===== src/mode_supply_ctrl_map.svh =====
// constants for the mode and supply control register bank and its spi frame
// assumes inclusion by bare name from the package and the design files
`ifndef MODE_SUPPLY_CTRL_MAP_SVH
`define MODE_SUPPLY_CTRL_MAP_SVH

// ****************************************
// frame layout
// ****************************************
`define FRAME_BITS          5'h10
`define FRAME_ADDR_W        7
`define FRAME_RW_BIT        7
`define FRAME_BYTE_BITS     5'h08

// ****************************************
// register map
// ****************************************
`define MS_CTRL_ADDR        7'h01
`define MS_CTRL_RESET       8'h00
`define MS_CTRL_RESTART_KEEP 8'h23

// ****************************************
// field positions
// ****************************************
`define MODE_HI             7
`define MODE_LO             6
`define THIRD_REG_BIT       5
`define SECOND_REG_HI       4
`define SECOND_REG_LO       3
`define OV_RESTART_BIT      2
`define THRESH_HI           1
`define THRESH_LO           0

// ****************************************
// mode codes and second regulator off code
// ****************************************
`define MODE_NORMAL         2'h0
`define MODE_SLEEP          2'h1
`define MODE_STOP           2'h2
`define MODE_SOFT_RESET     2'h3
`define SECOND_REG_OFF      2'h0

`endif


===== src/mode_supply_ctrl_pkg.sv =====
// types shared by the spi frame receiver and the register bank
// assumes the map header is on the include path
`include "mode_supply_ctrl_map.svh"

package mode_supply_ctrl_pkg;

  typedef struct packed {
    logic [1:0] mode;
    logic       third_regulator_enable;
    logic [1:0] second_regulator_mode;
    logic       main_overvoltage_restart_en;
    logic [1:0] main_reset_threshold_sel;
  } ms_ctrl_t;

  typedef logic [15:0] frame_t;

endpackage


===== src/spi_frame_if.sv =====
// carrier between the spi frame receiver and the register bank
// assumes both ends run on the same system clock
`timescale 1ns/1ns
`include "mode_supply_ctrl_map.svh"

interface spi_frame_if;
  logic                               frame_done;
  mode_supply_ctrl_pkg::frame_t       frame;
  logic [`FRAME_ADDR_W-1:0]           addr;
  logic [7:0]                         rd_data;
  logic [7:0]                         status;

  modport rx (
    output frame_done,
    output frame,
    output addr,
    input  rd_data,
    input  status
  );

  modport bank (
    input  frame_done,
    input  frame,
    input  addr,
    output rd_data,
    output status
  );
endinterface


===== src/spi_frame_rx.sv =====
// spi slave shifter: samples the pins on the system clock, lsb first
// assumes sclk idles low, mosi sampled on falling edge, miso shifted on rising
`timescale 1ns/1ns
`include "mode_supply_ctrl_map.svh"

module spi_frame_rx (
  input  wire logic   clk_sys_i,
  input  wire logic   reset_i,
  input  wire logic   spi_sclk_i,
  input  wire logic   spi_cs_n_i,
  input  wire logic   spi_mosi_i,
  output logic        spi_miso_o,
  output logic        spi_miso_oe_o,
  spi_frame_if.rx     fr
);

  // ****************************************
  // pin synchronisers
  // ****************************************
  logic [2:0] sclk_reg;
  logic [2:0] cs_n_reg;
  logic [1:0] mosi_reg;

  always_ff @(posedge clk_sys_i) begin
    if (reset_i) begin
      sclk_reg <= 3'h0;
      cs_n_reg <= 3'h7;
      mosi_reg <= 2'h0;
    end else begin
      sclk_reg <= {sclk_reg[1:0], spi_sclk_i};
      cs_n_reg <= {cs_n_reg[1:0], spi_cs_n_i};
      mosi_reg <= {mosi_reg[0], spi_mosi_i};
    end
  end

  logic sclk_rise;
  logic sclk_fall;
  logic cs_start;
  logic cs_end;
  logic active;

  assign sclk_rise = sclk_reg[1] & ~sclk_reg[2];
  assign sclk_fall = ~sclk_reg[1] & sclk_reg[2];
  assign cs_start  = ~cs_n_reg[1] & cs_n_reg[2];
  assign cs_end    = cs_n_reg[1] & ~cs_n_reg[2];
  assign active    = ~cs_n_reg[1];

  // ****************************************
  // shifters
  // ****************************************
  mode_supply_ctrl_pkg::frame_t rx_reg;
  logic [15:0]                  tx_reg;
  logic [4:0]                   cnt_reg;
  logic                         load_reg;

  always_ff @(posedge clk_sys_i) begin
    if (reset_i) begin
      rx_reg  <= 16'h0000;
      cnt_reg <= 5'h00;
    end else if (cs_start) begin
      cnt_reg <= 5'h00;
    end else if (active && sclk_fall) begin
      rx_reg  <= {mosi_reg[1], rx_reg[15:1]};
      if (cnt_reg != 5'h1f)
        cnt_reg <= cnt_reg + 5'h01;
    end
  end

  // address byte complete: second byte goes out with the contents held now
  always_ff @(posedge clk_sys_i) begin
    if (reset_i)
      load_reg <= 1'b0;
    else
      load_reg <= active && sclk_fall && (cnt_reg == `FRAME_BYTE_BITS - 5'h01);
  end

  always_ff @(posedge clk_sys_i) begin
    if (reset_i) begin
      tx_reg        <= 16'h0000;
      spi_miso_o    <= 1'b0;
      spi_miso_oe_o <= 1'b0;
    end else begin
      spi_miso_oe_o <= active;
      if (cs_start) begin
        tx_reg <= {8'h00, fr.status};
      end else if (load_reg) begin
        tx_reg[7:0] <= fr.rd_data;
      end else if (active && sclk_rise) begin
        spi_miso_o <= tx_reg[0];
        tx_reg     <= {1'b0, tx_reg[15:1]};
      end
    end
  end

  // ****************************************
  // frame hand-off
  // ****************************************
  // frames that are not exactly sixteen bits long are dropped
  always_ff @(posedge clk_sys_i) begin
    if (reset_i)
      fr.frame_done <= 1'b0;
    else
      fr.frame_done <= cs_end && (cnt_reg == `FRAME_BITS);
  end

  always_ff @(posedge clk_sys_i) begin
    if (reset_i)
      fr.frame <= 16'h0000;
    else if (cs_end)
      fr.frame <= rx_reg;
  end

  assign fr.addr = rx_reg[14:8];

endmodule // spi_frame_rx


===== src/mode_supply_ctrl.sv =====
// mode and supply control register bank behind a 16-bit spi slave
// assumes the host is the spi master; events arrive from logic on clk_sys_i
`timescale 1ns/1ns
`include "mode_supply_ctrl_map.svh"

module mode_supply_ctrl (
  input  wire logic       clk_sys_i,
  input  wire logic       reset_i,
  input  wire logic       spi_sclk_i,
  input  wire logic       spi_cs_n_i,
  input  wire logic       spi_mosi_i,
  output logic            spi_miso_o,
  output logic            spi_miso_oe_o,
  input  wire logic       restart_i,
  input  wire logic       overtemperature_event_i,
  input  wire logic       main_overvoltage_i,
  input  wire logic       softreset_pin_trigger_cfg_i,
  output logic [1:0]      mode_o,
  output logic            third_regulator_enable_o,
  output logic [1:0]      second_regulator_mode_o,
  output logic [1:0]      main_reset_threshold_sel_o,
  output logic            main_overvoltage_flag_o,
  output logic            ov_restart_req_o,
  output logic            soft_reset_o,
  output logic            reset_output_pin_o
);

  // ****************************************
  // frame receiver
  // ****************************************
  spi_frame_if fr ();

  spi_frame_rx u_rx (
    .clk_sys_i     (clk_sys_i),
    .reset_i       (reset_i),
    .spi_sclk_i    (spi_sclk_i),
    .spi_cs_n_i    (spi_cs_n_i),
    .spi_mosi_i    (spi_mosi_i),
    .spi_miso_o    (spi_miso_o),
    .spi_miso_oe_o (spi_miso_oe_o),
    .fr            (fr.rx)
  );

  // ****************************************
  // decode
  // ****************************************
  function automatic logic hits_ctrl(input logic [`FRAME_ADDR_W-1:0] a);
    hits_ctrl = (a == `MS_CTRL_ADDR);
  endfunction

  mode_supply_ctrl_pkg::ms_ctrl_t ctrl_reg;
  logic [6:0]                     wr_addr;
  logic [7:0]                     wr_data;
  logic                           wr_en;
  logic                           soft_rst;

  assign wr_addr  = fr.frame[6:0];
  assign wr_data  = fr.frame[15:8];
  assign wr_en    = fr.frame_done && fr.frame[`FRAME_RW_BIT] && hits_ctrl(wr_addr);
  assign soft_rst = wr_en && (wr_data[`MODE_HI:`MODE_LO] == `MODE_SOFT_RESET);

  // reads of unimplemented addresses answer zero; no reserved bits live here
  assign fr.rd_data = hits_ctrl(fr.addr) ? ctrl_reg : 8'h00;
  assign fr.status  = {7'h00, main_overvoltage_flag_o};

  // ****************************************
  // control register
  // ****************************************
  // hardware events are applied after a normal host write so they win that tie; a soft reset write wins over them
  always_ff @(posedge clk_sys_i) begin
    if (reset_i || soft_rst) begin
      ctrl_reg <= `MS_CTRL_RESET;
    end else begin
      if (wr_en) begin
        ctrl_reg <= wr_data;
        if (ctrl_reg.mode == `MODE_STOP && wr_data[`MODE_HI:`MODE_LO] == `MODE_SLEEP)
          ctrl_reg.mode <= `MODE_STOP;
      end
      if (overtemperature_event_i)
        ctrl_reg.second_regulator_mode <= `SECOND_REG_OFF;
      if (restart_i)
        ctrl_reg <= ctrl_reg & `MS_CTRL_RESTART_KEEP;
    end
  end

  // ****************************************
  // outputs
  // ****************************************
  always_ff @(posedge clk_sys_i) begin
    if (reset_i) begin
      mode_o                     <= `MODE_NORMAL;
      third_regulator_enable_o   <= 1'b0;
      second_regulator_mode_o    <= `SECOND_REG_OFF;
      main_reset_threshold_sel_o <= 2'h0;
    end else begin
      mode_o                     <= ctrl_reg.mode;
      third_regulator_enable_o   <= ctrl_reg.third_regulator_enable;
      second_regulator_mode_o    <= ctrl_reg.second_regulator_mode;
      main_reset_threshold_sel_o <= ctrl_reg.main_reset_threshold_sel;
    end
  end

  // flag cleared only by reset or a soft reset write; no other host write clears it in this bank
  always_ff @(posedge clk_sys_i) begin
    if (reset_i || soft_rst)
      main_overvoltage_flag_o <= 1'b0;
    else if (main_overvoltage_i)
      main_overvoltage_flag_o <= 1'b1;
  end

  always_ff @(posedge clk_sys_i) begin
    if (reset_i)
      ov_restart_req_o <= 1'b0;
    else
      ov_restart_req_o <= main_overvoltage_i && ctrl_reg.main_overvoltage_restart_en;
  end

  always_ff @(posedge clk_sys_i) begin
    if (reset_i) begin
      soft_reset_o       <= 1'b0;
      reset_output_pin_o <= 1'b0;
    end else begin
      soft_reset_o       <= soft_rst;
      reset_output_pin_o <= soft_rst && !softreset_pin_trigger_cfg_i;
    end
  end

  logic quiet;
  assign quiet = !restart_i && !overtemperature_event_i;
endmodule // mode_supply_ctrl


===== config.mk =====
export PLATFORM = sky130hd
export DESIGN_NAME = mode_supply_ctrl
export DESIGN_NICKNAME = d
export VERILOG_FILES = /design/src/mode_supply_ctrl_pkg.sv /design/src/spi_frame_if.sv /design/src/spi_frame_rx.sv /design/src/mode_supply_ctrl.sv
export VERILOG_INCLUDE_DIRS = /design/src /design/src/src
export SDC_FILE = /design/constraint.sdc
export NUM_CORES = 1
export LEC_CHECK = 0
export BUFFER_PORTS_ARGS = -buffer_cell sky130_fd_sc_hd__buf_2
export CORE_ASPECT_RATIO = 2
export CORE_MARGIN = 5
export CORE_UTILIZATION = 40
export DETAILED_ROUTE_END_ITERATION = 8
export HOLD_SLACK_MARGIN = 0.02
export SLEW_MARGIN = 10
export SYNTH_ARGS = -nofsm -noshare
export SYNTH_HDL_FRONTEND = slang
export SYNTH_SLANG_ARGS = --single-unit

===== constraint.sdc =====
create_clock -name clk_sys_i -period 2.15 [get_ports clk_sys_i]
set_input_delay 0.43 -clock clk_sys_i [delete_from_list [all_inputs] [get_ports clk_sys_i]]
set_output_delay 0.43 -clock clk_sys_i [all_outputs]
set_load 0.05 [all_outputs]

# Word level (Yosys, flattened, before mapping)
# Index checks and enable logic that the tools add are counted.
[totals]
ff_bits = 76
latch_bits = 0
ram_bits = 0
mem_bits_ro = 0
in_bits = 9
output_inout_bits = 13
elab_cells = 71
n_memories = 0
[classes]
n_addsub = 1
n_mul = 0
div_mod_pow = 0
n_lt_le_gt_ge = 0
n_eq_ne = 8
shift = 0
n_mux = 5
bitwise = 11
reduce_logical = 21
[op_table]
columns = ["cell", "count"]
rows = [
  ["$mux W8", 3],
  ["$eq A7 B1 Y1 const B", 2],
  ["$logic_and A1 B1 Y1", 10],
  ["$not A1 Y1", 7],
  ["$reduce_and A2 Y1", 3],
  ["$add A5 B1 Y5 const B", 1],
  ["$eq A5 B3 Y1 const B", 1],
  ["$eq A5 B5 Y1 const B", 1],
  ["$ne A5 B5 Y1 const B", 1],
  ["$and A1 B1 Y1", 4],
  ["$eq A2 B2 Y1 const B", 2],
  ["$reduce_or A2 Y1", 2],
  ["$reduce_and A3 Y1", 1],
  ["$reduce_bool A3 Y1", 1],
  ["$reduce_or A3 Y1", 1],
  ["$eq A2 B1 Y1 const B", 1],
  ["$mux W2", 1],
  ["$reduce_bool A2 Y1", 1],
  ["$logic_not A1 Y1", 1],
  ["$logic_or A1 B1 Y1", 1],
  ["$mux W1", 1],
]

# Logic depth before layout (Yosys ltp)
# Gate-level depths: netlist (run 1).
[depth]
ltp_word = 6
ltp_mapped = 7
mapped_depth_nobuf = 7

# Cells and area by module
# Synthesis (run 1) repeated with hierarchy kept, for this count alone.
[unflattened]
hier_cells = 345
hier_area_um2 = 3052.9
[modules_own_cells]
columns = ["module", "instances", "cells_each", "area_per_inst_um2", "seq_area_each_um2"]
rows = [
  ["spi_frame_rx", 1, 258, 2207.1, 1141.1],
  ["mode_supply_ctrl", 1, 87, 845.8, 380.4],
]

# Worst setup path before layout (run 1)
# No wires, ideal clock.
[synth_path]
kind = "reg-to-reg"
startpoint = "reg u_rx.cnt_reg[0]"
endpoint = "reg u_rx.cnt_reg[3]"
setup_ns = 0.128
t_arrival_ns = 1.720
t_required_ns = 2.022
setup_slack_ns = 0.302
stages_incl_launch_ff = 8
path_buffers = 0
synth_period_minus_slack_ns = 1.848
path_cell_list = "dfxtp_1 -> ha_1 -> and3_1 -> ha_1 -> nor4b_2 -> nand4_1 -> xor2_1 -> nor2_1"
[synth_via]
elab_chain_cells = 2
word_cells_on_any_way = 3
classes_between = "1 x add/sub; 1 x eq/ne; 1 x reduce/logical"
[synth_rtl]
columns = ["element", "line", "text"]
rows = [
  ["start: declaration", "spi_frame_rx.sv:53", "logic [4:0] cnt_reg;"],
  ["start signal: assignment", "spi_frame_rx.sv:65", "cnt_reg <= cnt_reg + 5'h01;"],
  ["branches (longest 2 deep; another with $add A5 B1 Y5)", "-", ""],
]
# Several ways; the timed one is not identified.
# A chain may end at the register's enable or synchronous reset.

# Worst setup path in the final report (run 1)
# Same ends and word-level chain as after synthesis.

==> flow_summary.toml, run 1 <==
[status]
status = "complete, no violations"

[setup_path]
cp_slowest_cell = "dfxtp_1"
cp.arrival_ps = 2090
cp_top_family = "simple AND/OR/NAND/NOR gates"
crit_chain = "ha_1 > and3_1 > ha_1 > nor4b_2 > buf_4 > nand4_1 > xor2_1 > nor2_1"
crit_path_start_kind = "register"
path_class = "reg -> reg"
cp.buffers_inverters = 1
path_max_fanout = 5
crit_path_max_incr_delay_ps = 340
end_kind = "register"
cpMostUsedCell = "ha_1"
crit_required_ps = 2350

[place]
dpl.hpwl_mm = 3.835
place_inst = 409
dpl-instance-area_mm2 = 0.002920
globalplace.congestion = 0.8001
port_buffers = 21

[synthesis]
synthAdderAreaFrac = 0.01361
ys_warn_count = 0
synth-simple-area-share = 0.2440
synth-compound-area-share = 0.1215
ys_async_sr_fraction = 0
yosysUniqueCellTypes = 38
synth_top_family_by_area = "simple AND/OR/NAND/NOR gates"
synth_area_per_cell_um2 = 8.843
syn_nets = 324
ys.flop_type = "dfxtp_1"
syn_inst = 312
yosysSeqAreaShare = 0.5515
synth_edf_count = 0
synth_xor_area_frac = 0.009524
ys_top_cells_by_area = "dfxtp_1 55%, nand2_1 11%, a21oi_1 6.9%"
synth_mux_area_frac = 0.02177
ys_ff_latch = 76
synth_top_area_share = 0.5515
syn_area_mm2 = 0.002759
synth_top_area_cell = "dfxtp_1"

[finish]
drive_gt1_frac = 0.1463
area_growth_syn_to_layout_pct = 16.46
fillers = 684
instances_no_fill = 425
layout.nets = 342
most-common-layout-cells = "81 x nand2_1, 76 x dfxtp_1, 38 x a21oi_1"
postLayoutCellArea_mm2 = 0.003213
num_antenna_cells = 0
layout_commonest_cell = "nand2_1"

[die]
core_mm2 = 0.006833
start_util = 0.4038
die-area_mm2 = 0.008759
dieHeight_um = 127.5
std_cell_rows = 43
io_pins = 22
die_w_um = 68.73

[timing]
fmax_mhz = 527.8
drv_slew = 0
setup_viol = 0
rsz0062_at_grt = "false"
skew_ps = 7.070
hold_viol_final = 0
relSlewSlack = 0.5448
period_needed_ps = 1895
tns_ps = 0
tightest_slew_ps = 682.8
fin_crit_sh = 0.8813

[cts]
cts.clk_slew.worst_paths_ps = 60
cts_resized = 0
cts_tree = "done"
clkSinkCount = 76
clockRootBuffer = "clkbuf_16"
postCtsHoldBufs = 0
cts_inserted_buffers = 9
clock_path_buffers = 2
postCtsSetupRepairBufs = 0
h-tree-depth = 3
worstSkewPairLatency_ps = 330

[power]
powerDensity_mw_per_mm2 = 914.0
leakagePower_uw = 0.001164
max-vdd-ir-drop_v = 0.0005752
design_power_total_uw = 2937

[global_routing]
grt_usage = 0.1399
grt.overflow.total = 0
grt_pass1_wl_mm = 9.128
antenna_found_initial = 0
grt_pass1_vias = 2049
grt_max_degree = 25

[job]
cap_violations = 0

[detailed_routing]
drc = 0
drt_pass1_iterations = 4
met3_length_um = 223
detail-route-antenna-nets = 0
routed_wirelength_mm = 5.463
vias = 2118
routedWlPerCell_um = 12.85
top_layer = "met4"
wl_met1_mm = 2.241
via_per_inst = 4.984
wl_met2_mm = 2.880
drt_iter0_drc = 78

[hold_path]
hold_path_class = "in -> reg"
==> worst paths after layout <==
path	from	endpoint	slack, ps	cells after the start
worst max register to register	u_rx.cnt_reg[0]$_SDFFE_PP0P_	u_rx.cnt_reg[3]$_SDFFE_PP0P_	260	8
worst min-delay path	softreset_pin_trigger_cfg_i	reset_output_pin_o$_SDFF_PP0_	260	2
worst min register to register	u_rx.cs_n_reg[0]$_SDFF_PP1_	u_rx.cs_n_reg[1]$_SDFF_PP1_	410	1
worst max-delay path	u_rx.cnt_reg[0]$_SDFFE_PP0P_	u_rx.cnt_reg[3]$_SDFFE_PP0P_	260	8
==> cell type report <==
class | instances | area (um^2) | area share
Timing Repair Buffer | 26 | 142.6 | 0.04439
Tap cell | 90 | 112.6 | 0.03505
Clock buffer | 9 | 225.2 | 0.07009
Sequential cell | 76 | 1521 | 0.4735
Inverter | 3 | 11.26 | 0.003505
Multi-Input combinational cell | 214 | 1132 | 0.3524
Clock inverter | 7 | 67.56 | 0.02103
==> through the flow <==
step	util	hold slack (ps)	setup slack [ps]
2_1_floorplan	-	389.5	301.9
3_3_place_gp	0.4274	393.2	368.3
3_5_place_dp	0.4274	399.5	248.9
4_1_cts	0.4702	245.7	248.9
5_1_grt	0.4702	258.3	165.7
6_report	0.4702	256.8	255.2
==> cells in the mapped netlist (4+ instances only) <==
master / number
nor2_1: 16
mux2i_1: 6
or2_2: 4
nand2b_1: 4
nand2_1: 81
nor4_1: 4
nor3_1: 4
nor2b_1: 14
o22ai_1: 7
clkbuf_1: 13
a21oi_1: 38
dfxtp_1: 76
a211oi_1: 7
==> layer usage <==
metal  vias to the layer above  GRT usage
met3                        11    0.03958
met1                       989     0.1513
met5                         -          0
met4                         0    0.06897
li1                       1081          -
met2                        37     0.2394
==> logic make-up (layout without fill, tap and decap cells) <==
family          count (synthesis)  count (layout)
mux                             6               6
xor+xnor                        3               3
fa+ha+maj                       3               3
compound gates                 59              59
simple gates                  143             143
buf+inv                        22              45
flops                          76              76
==> worst reg2reg max path, cell delays in order, from the launching register on <==
cell and delay (ps):
dfxtp_1 340, ha_1 240, and3_1 200, ha_1 210, nor4b_2 290, buf_4 190
nand4_1 110, xor2_1 140, nor2_1 50
==> power breakdown <==
| group | switching (uW) | leakage [uW] | internal (uW) | total [uW] |
|---|---|---|---|---|
| Clock | 555 | 0.000137 | 890 | 1450 |
| Combinational | 43.4 | 0.000413 | 21.6 | 65.0 |
| Sequential | 7.18 | 0.000614 | 1420 | 1430 |
| Total | 606 | 0.00116 | 2330 | 2940 |
No activity file was read; power rests on OpenSTA's default activity.
==> run 2: changes to the inputs <==
--- a/config.mk
+++ b/config.mk
@@ -12,6 +12,7 @@
 export CORE_UTILIZATION = 40
 export DETAILED_ROUTE_END_ITERATION = 8
 export HOLD_SLACK_MARGIN = 0.02
+export RECOVER_POWER = 50
 export SLEW_MARGIN = 10
 export SYNTH_ARGS = -nofsm -noshare
 export SYNTH_HDL_FRONTEND = slang
==> run 2 against run 1 <==
Effect of this change:
- critical path depth unchanged
- non-clock buffer count unchanged
- setup slack about the same
- count of clock-buffer cells in the layout unchanged
- routed wire length increased by 0.62%
- maximum frequency about the same
- largest power group unchanged
- final cell count unchanged
- sequential power about the same
- first-iteration DRC count increased by 6.4%
- critical endpoint unchanged
- sequential share of layout area increased by 0.35 points
- via count increased by 0.38%
- critical path type unchanged
- highest routed layer unchanged
- design area decreased by 0.74%
==> flow_summary.toml, run 2 (synthesis gave the netlist of run 1 again) <==
[hold_path]
hold_path_class = "in -> reg"
hp-start = "softreset_pin_trigger_cfg_i"
hold_path_depth = 2
hold_end = "reset_output_pin_o$_SDFF_PP0_"

[job]
cap_violations = 0

[power]
max-vdd-ir-drop_v = 0.0005755
pwr-share-clk = 0.492
seq_power_share = 0.486
switching_power_uw = 606.3
intPower_uw = 2330
p_comb_frac = 0.022
switching_share = 0.2065
powerDensity_mw_per_mm2 = 920.7
leakagePower_uw = 0.001104

[setup_path]
crit_path_start_kind = "register"
path_max_fanout = 5
crit_required_ps = 2350
rrSetupSlack_ps = 260
ff2ff_path_depth = 8
rr_startpoint = "u_rx.cnt_reg[0]$_SDFFE_PP0P_"
worstReg2RegEnd = "u_rx.cnt_reg[3]$_SDFFE_PP0P_"
end_kind = "register"
cp.arrival_ps = 2090
path_class = "reg -> reg"

[detailed_routing]
vias = 2126
routed_wirelength_mm = 5.497
detail-route-antenna-nets = 0
drc = 0
routedWlPerCell_um = 12.93
drt_iter0_drc = 83
drt_pass1_iterations = 4
via_per_inst = 5.002

[finish]
area_growth_syn_to_layout_pct = 15.60
layout_commonest_cell = "nand2_1"
num_antenna_cells = 0
instances_no_fill = 425
layout.nets = 342
drive_gt1_frac = 0.1015
most-common-layout-cells = "81 x nand2_1, 76 x dfxtp_1, 38 x a21oi_1"

[global_routing]
grt_pass1_wl_mm = 9.128
grt.overflow.total = 0
antenna_found_initial = 0
grt_max_degree = 25
grt_usage = 0.1399
grt_pass1_vias = 2049

[cts]
cts.clk_slew.worst_paths_ps = 60
postCtsSetupRepairBufs = 0
worstSkewPairLatency_ps = 330
cts_inserted_buffers = 9
h-tree-depth = 3
clock_path_buffers = 2
cts_resized = 0
clkSinkCount = 76
clockRootBuffer = "clkbuf_16"
postCtsHoldBufs = 0
cts_tree = "done"

[timing]
tightest_slew_ps = 764.1
fin_crit_sh = 0.8813
tns_ps = 0
relSlewSlack = 0.4906
rsz0062_at_grt = "false"
skew_ps = 7.073
period_needed_ps = 1895
fmax_mhz = 527.7
setup_viol = 0
drv_slew = 0
hold_viol_final = 0

[place]
place_inst = 409
port_buffers = 21
globalplace.congestion = 0.8001
dpl.hpwl_mm = 3.835

[die]
dieHeight_um = 127.5
die-area_mm2 = 0.008759
die_w_um = 68.73
start_util = 0.4038
core_mm2 = 0.006833
io_pins = 22
std_cell_rows = 43

[status]
status = "complete, no violations"
## run 2: how the worst max path moves through the flow
| stage | slack [ps] | end | cells after the start | from |
|---|---|---|---|---|
| 6_report | 260 | u_rx.cnt_reg[3]$_SDFFE_PP0P_ | 8 | u_rx.cnt_reg[0]$_SDFFE_PP0P_ |
| 5_1_grt | 150 | ctrl_reg[1]$_SDFFE_PP0P_ | 4 | u_rx.fr.frame[3]$_SDFFE_PP0P_ |
| 4_1_cts | 250 | u_rx.cnt_reg[3]$_SDFFE_PP0P_ | 8 | u_rx.cnt_reg[0]$_SDFFE_PP0P_ |
| 3_5_place_dp | 250 | u_rx.cnt_reg[3]$_SDFFE_PP0P_ | 8 | u_rx.cnt_reg[0]$_SDFFE_PP0P_ |
| 3_3_place_gp | 370 | u_rx.cnt_reg[3]$_SDFFE_PP0P_ | 8 | u_rx.cnt_reg[0]$_SDFFE_PP0P_ |
| 2_1_floorplan | 300 | u_rx.cnt_reg[3]$_SDFFE_PP0P_ | 7 | u_rx.cnt_reg[0]$_SDFFE_PP0P_ |
## run 2: area by class of cell
type	instances	area [um^2]
Clock buffer	9	225.2
Clock inverter	7	67.56
Fill cell	685	3643
Inverter	3	11.26
Multi-Input combinational cell	214	1126
Sequential cell	76	1521
Tap cell	90	112.6
Timing Repair Buffer	26	125.1
## run 2: per-stage QoR
stage	hold slack, ps	total power (uW)	setup slack [ps]	utilization	instance area [um^2]
4_1_cts	245.7	2979	248.9	0.4702	3213
5_1_grt	258.3	3046	154.1	0.4668	3189
6_report	256.8	2936	255.1	0.4668	3189
2_1_floorplan	389.5	1501	301.9	-	2759
3_3_place_gp	393.2	1522	368.3	0.4274	2920
3_5_place_dp	399.5	1523	248.9	0.4274	2920
## run 2: routing by layer
layer  part of all wire  GRT usage  vias up  wire length [um]
met5                  0          0        -                 0
met4              0.021    0.06897        0               117
met3              0.039    0.03958       11               212
met2               0.52     0.2394       37              2884
met1               0.42     0.1513      997              2283
li1                   -          -     1081                 -
## run 2: worst max-delay path, cell delays in order (launching register included)
cell and delay (ps):
dfxtp_1 340, ha_1 240, and3_1 200, ha_1 210, nor4b_2 290, buf_4 190
nand4_1 110, xor2_1 140, nor2_1 50
## run 2: power by group through the flow
stage	Combinational, uW	Sequential (uW)	Clock, uW
finish	64.1	1430	1450
global route	70.9	1430	1550
CTS	65.9	1430	1490
floorplan	39.4	1460	0
detailed placement	65.5	1460	0
global placement	65.0	1460	0
==> run 3: changes to the inputs <==
==> constraint.sdc (replaced) <==
create_clock -name clk_sys_i -period 2.4 [get_ports clk_sys_i]
set_input_delay 0.48 -clock clk_sys_i [delete_from_list [all_inputs] [get_ports clk_sys_i]]
set_output_delay 0.48 -clock clk_sys_i [all_outputs]
set_load 0.05 [all_outputs]
==> run 3 against run 2 <==
Effect of this change:
- combinational power fell by 11%
- count of clock-buffer cells in the layout rose by 1
- final cell count fell by 1.6%
- clock skew fell by 4.1 ps
- first-iteration DRC count fell by 1.2%
- flip-flop and latch count did not move
- critical path depth fell by 4
- design area fell by 2.2%
- critical path type is now in -> reg
- critical endpoint is now ctrl_reg[1]$_SDFFE_PP0P_
- largest cell class unchanged
- highest routed layer unchanged
==> flow_summary.toml, run 3 (synthesis gave the netlist of run 1 again) <==
[finish]
drive_gt1_frac = 0.07927
layout_commonest_cell = "nand2_1"
post-route-util = 0.4563
layout.nets = 340
area_growth_syn_to_layout_pct = 13.02
most-common-layout-cells = "81 x nand2_1, 76 x dfxtp_1, 38 x a21oi_1"
num_antenna_cells = 0

[setup_path]
cp.arrival_ps = 2250
crit_path_max_incr_delay_ps = 820
crit_required_ps = 2600
ff2ff_path_depth = 7
cp_slowest_cell = "clkbuf_1"
crit_path_start_kind = "input pin"
cpMostUsedCell = "clkbuf_1"
critPathLaunch = "reset_i"
path_class = "in -> reg"
crit_chain = "clkbuf_1 > clkbuf_1 > o21bai_1 > nor2_1"
end_kind = "register"
path_max_fanout = 24
rr_startpoint = "u_rx.cnt_reg[0]$_SDFFE_PP0P_"

[timing]
tightest_slew_ps = 1019
period_needed_ps = 2046
setup_viol = 0
skew_ps = 3.005
drv_slew = 0
rsz0062_at_grt = "false"
fin_crit_sh = 0.8523
relSlewSlack = 0.3209
hold_viol_final = 0
fmax_mhz = 488.9
tns_ps = 0
whs_ps = 317.8

[die]
io_pins = 22
die-area_mm2 = 0.008759
dieHeight_um = 127.5
start_util = 0.4038
die_w_um = 68.73
std_cell_rows = 43
core_mm2 = 0.006833

[cts]
cts.clk_slew.worst_paths_ps = 50
cts_resized = 0
postCtsHoldBufs = 0
cts_inserted_buffers = 9
clkSinkCount = 76
postCtsSetupRepairBufs = 0
clock_path_buffers = 2
worstSkewPairLatency_ps = 320
clockRootBuffer = "clkbuf_16"
cts_tree = "done"
h-tree-depth = 3

[power]
leakagePower_uw = 0.001069
powerDensity_mw_per_mm2 = 781.1
max-vdd-ir-drop_v = 0.0004868

[hold_path]
hold_path_depth = 2
hp-start = "softreset_pin_trigger_cfg_i"
hold_path_class = "in -> reg"

[global_routing]
grt_pass1_vias = 1977
grt_max_degree = 25
grt_usage = 0.1408
grt.overflow.total = 0
grt_pass1_wl_mm = 9.094
antenna_found_initial = 0

[place]
port_buffers = 21
globalplace.congestion = 0.8072
dpl.hpwl_mm = 3.792

[detailed_routing]
via_per_inst = 5.000
drt_iter0_drc = 82
routedWlPerCell_um = 13.02
detail-route-antenna-nets = 0
routed_wirelength_mm = 5.442
drc = 0
vias = 2090
drt_pass1_iterations = 4

[job]
cap_violations = 0

[status]
status = "complete, no violations"
run 3: cell types whose count changed in the layout (fill, tap and decap cells not counted), sizes merged:
cell and change:
clkinv -2, clkinvlp -3, bufinv -1, clkbuf +2, buf -3
run 3: worst paths after layout:
check,to,slack (ps)
min,reset_output_pin_o$_SDFF_PP0_,320
min reg2reg,u_rx.cs_n_reg[1]$_SDFF_PP1_,400
max,ctrl_reg[1]$_SDFFE_PP0P_,350
max reg2reg,u_rx.cnt_reg[3]$_SDFFE_PP0P_,370
run 3: layer usage:
metal / wire length, um / GRT usage / up-vias
li1: - / - / 1068
met1: 2275 / 0.1613 / 971
met2: 2734 / 0.2220 / 40
met3: 271 / 0.04573 / 11
met4: 159 / 0.08161 / 0
met5: 0 / 0 / -
run 3: power by group:
| group | switching [uW] | leakage [uW] | internal (uW) |
|---|---|---|---|
| sequential | 6.75 | 0.000614 | 1270 |
| combinational | 39.0 | 0.000339 | 17.8 |
| clock | 432 | 0.000116 | 667 |
run 3: cell type report:
type,instances,area [um^2]
fillers,709,3715
clock inverters,1,5.005
repair buffers,24,106.4
inverters,3,11.26
well taps,90,112.6
clock buffers,10,229.0
flip-flops and latches,76,1521
multi-input cells,214,1132
run 3: critical path: cells and delay by family:
family	cells	cell delay (ps)
compound gates	1	310
simple gates	1	90
buf+inv	2	1360
run 3: per-stage QoR:
step | setup slack [ps] | instance area (um^2) | power [uW] | std cells
after global routing | 164.0 | 3118 | 2535 | 418
after floorplan | 551.9 | 2759 | 1344 | 312
after global placement | 475.1 | 2905 | 1364 | 407
after CTS | 347.3 | 3139 | 2477 | 418
after detailed placement | 361.5 | 2905 | 1365 | 407
final | 354.5 | 3118 | 2436 | 418
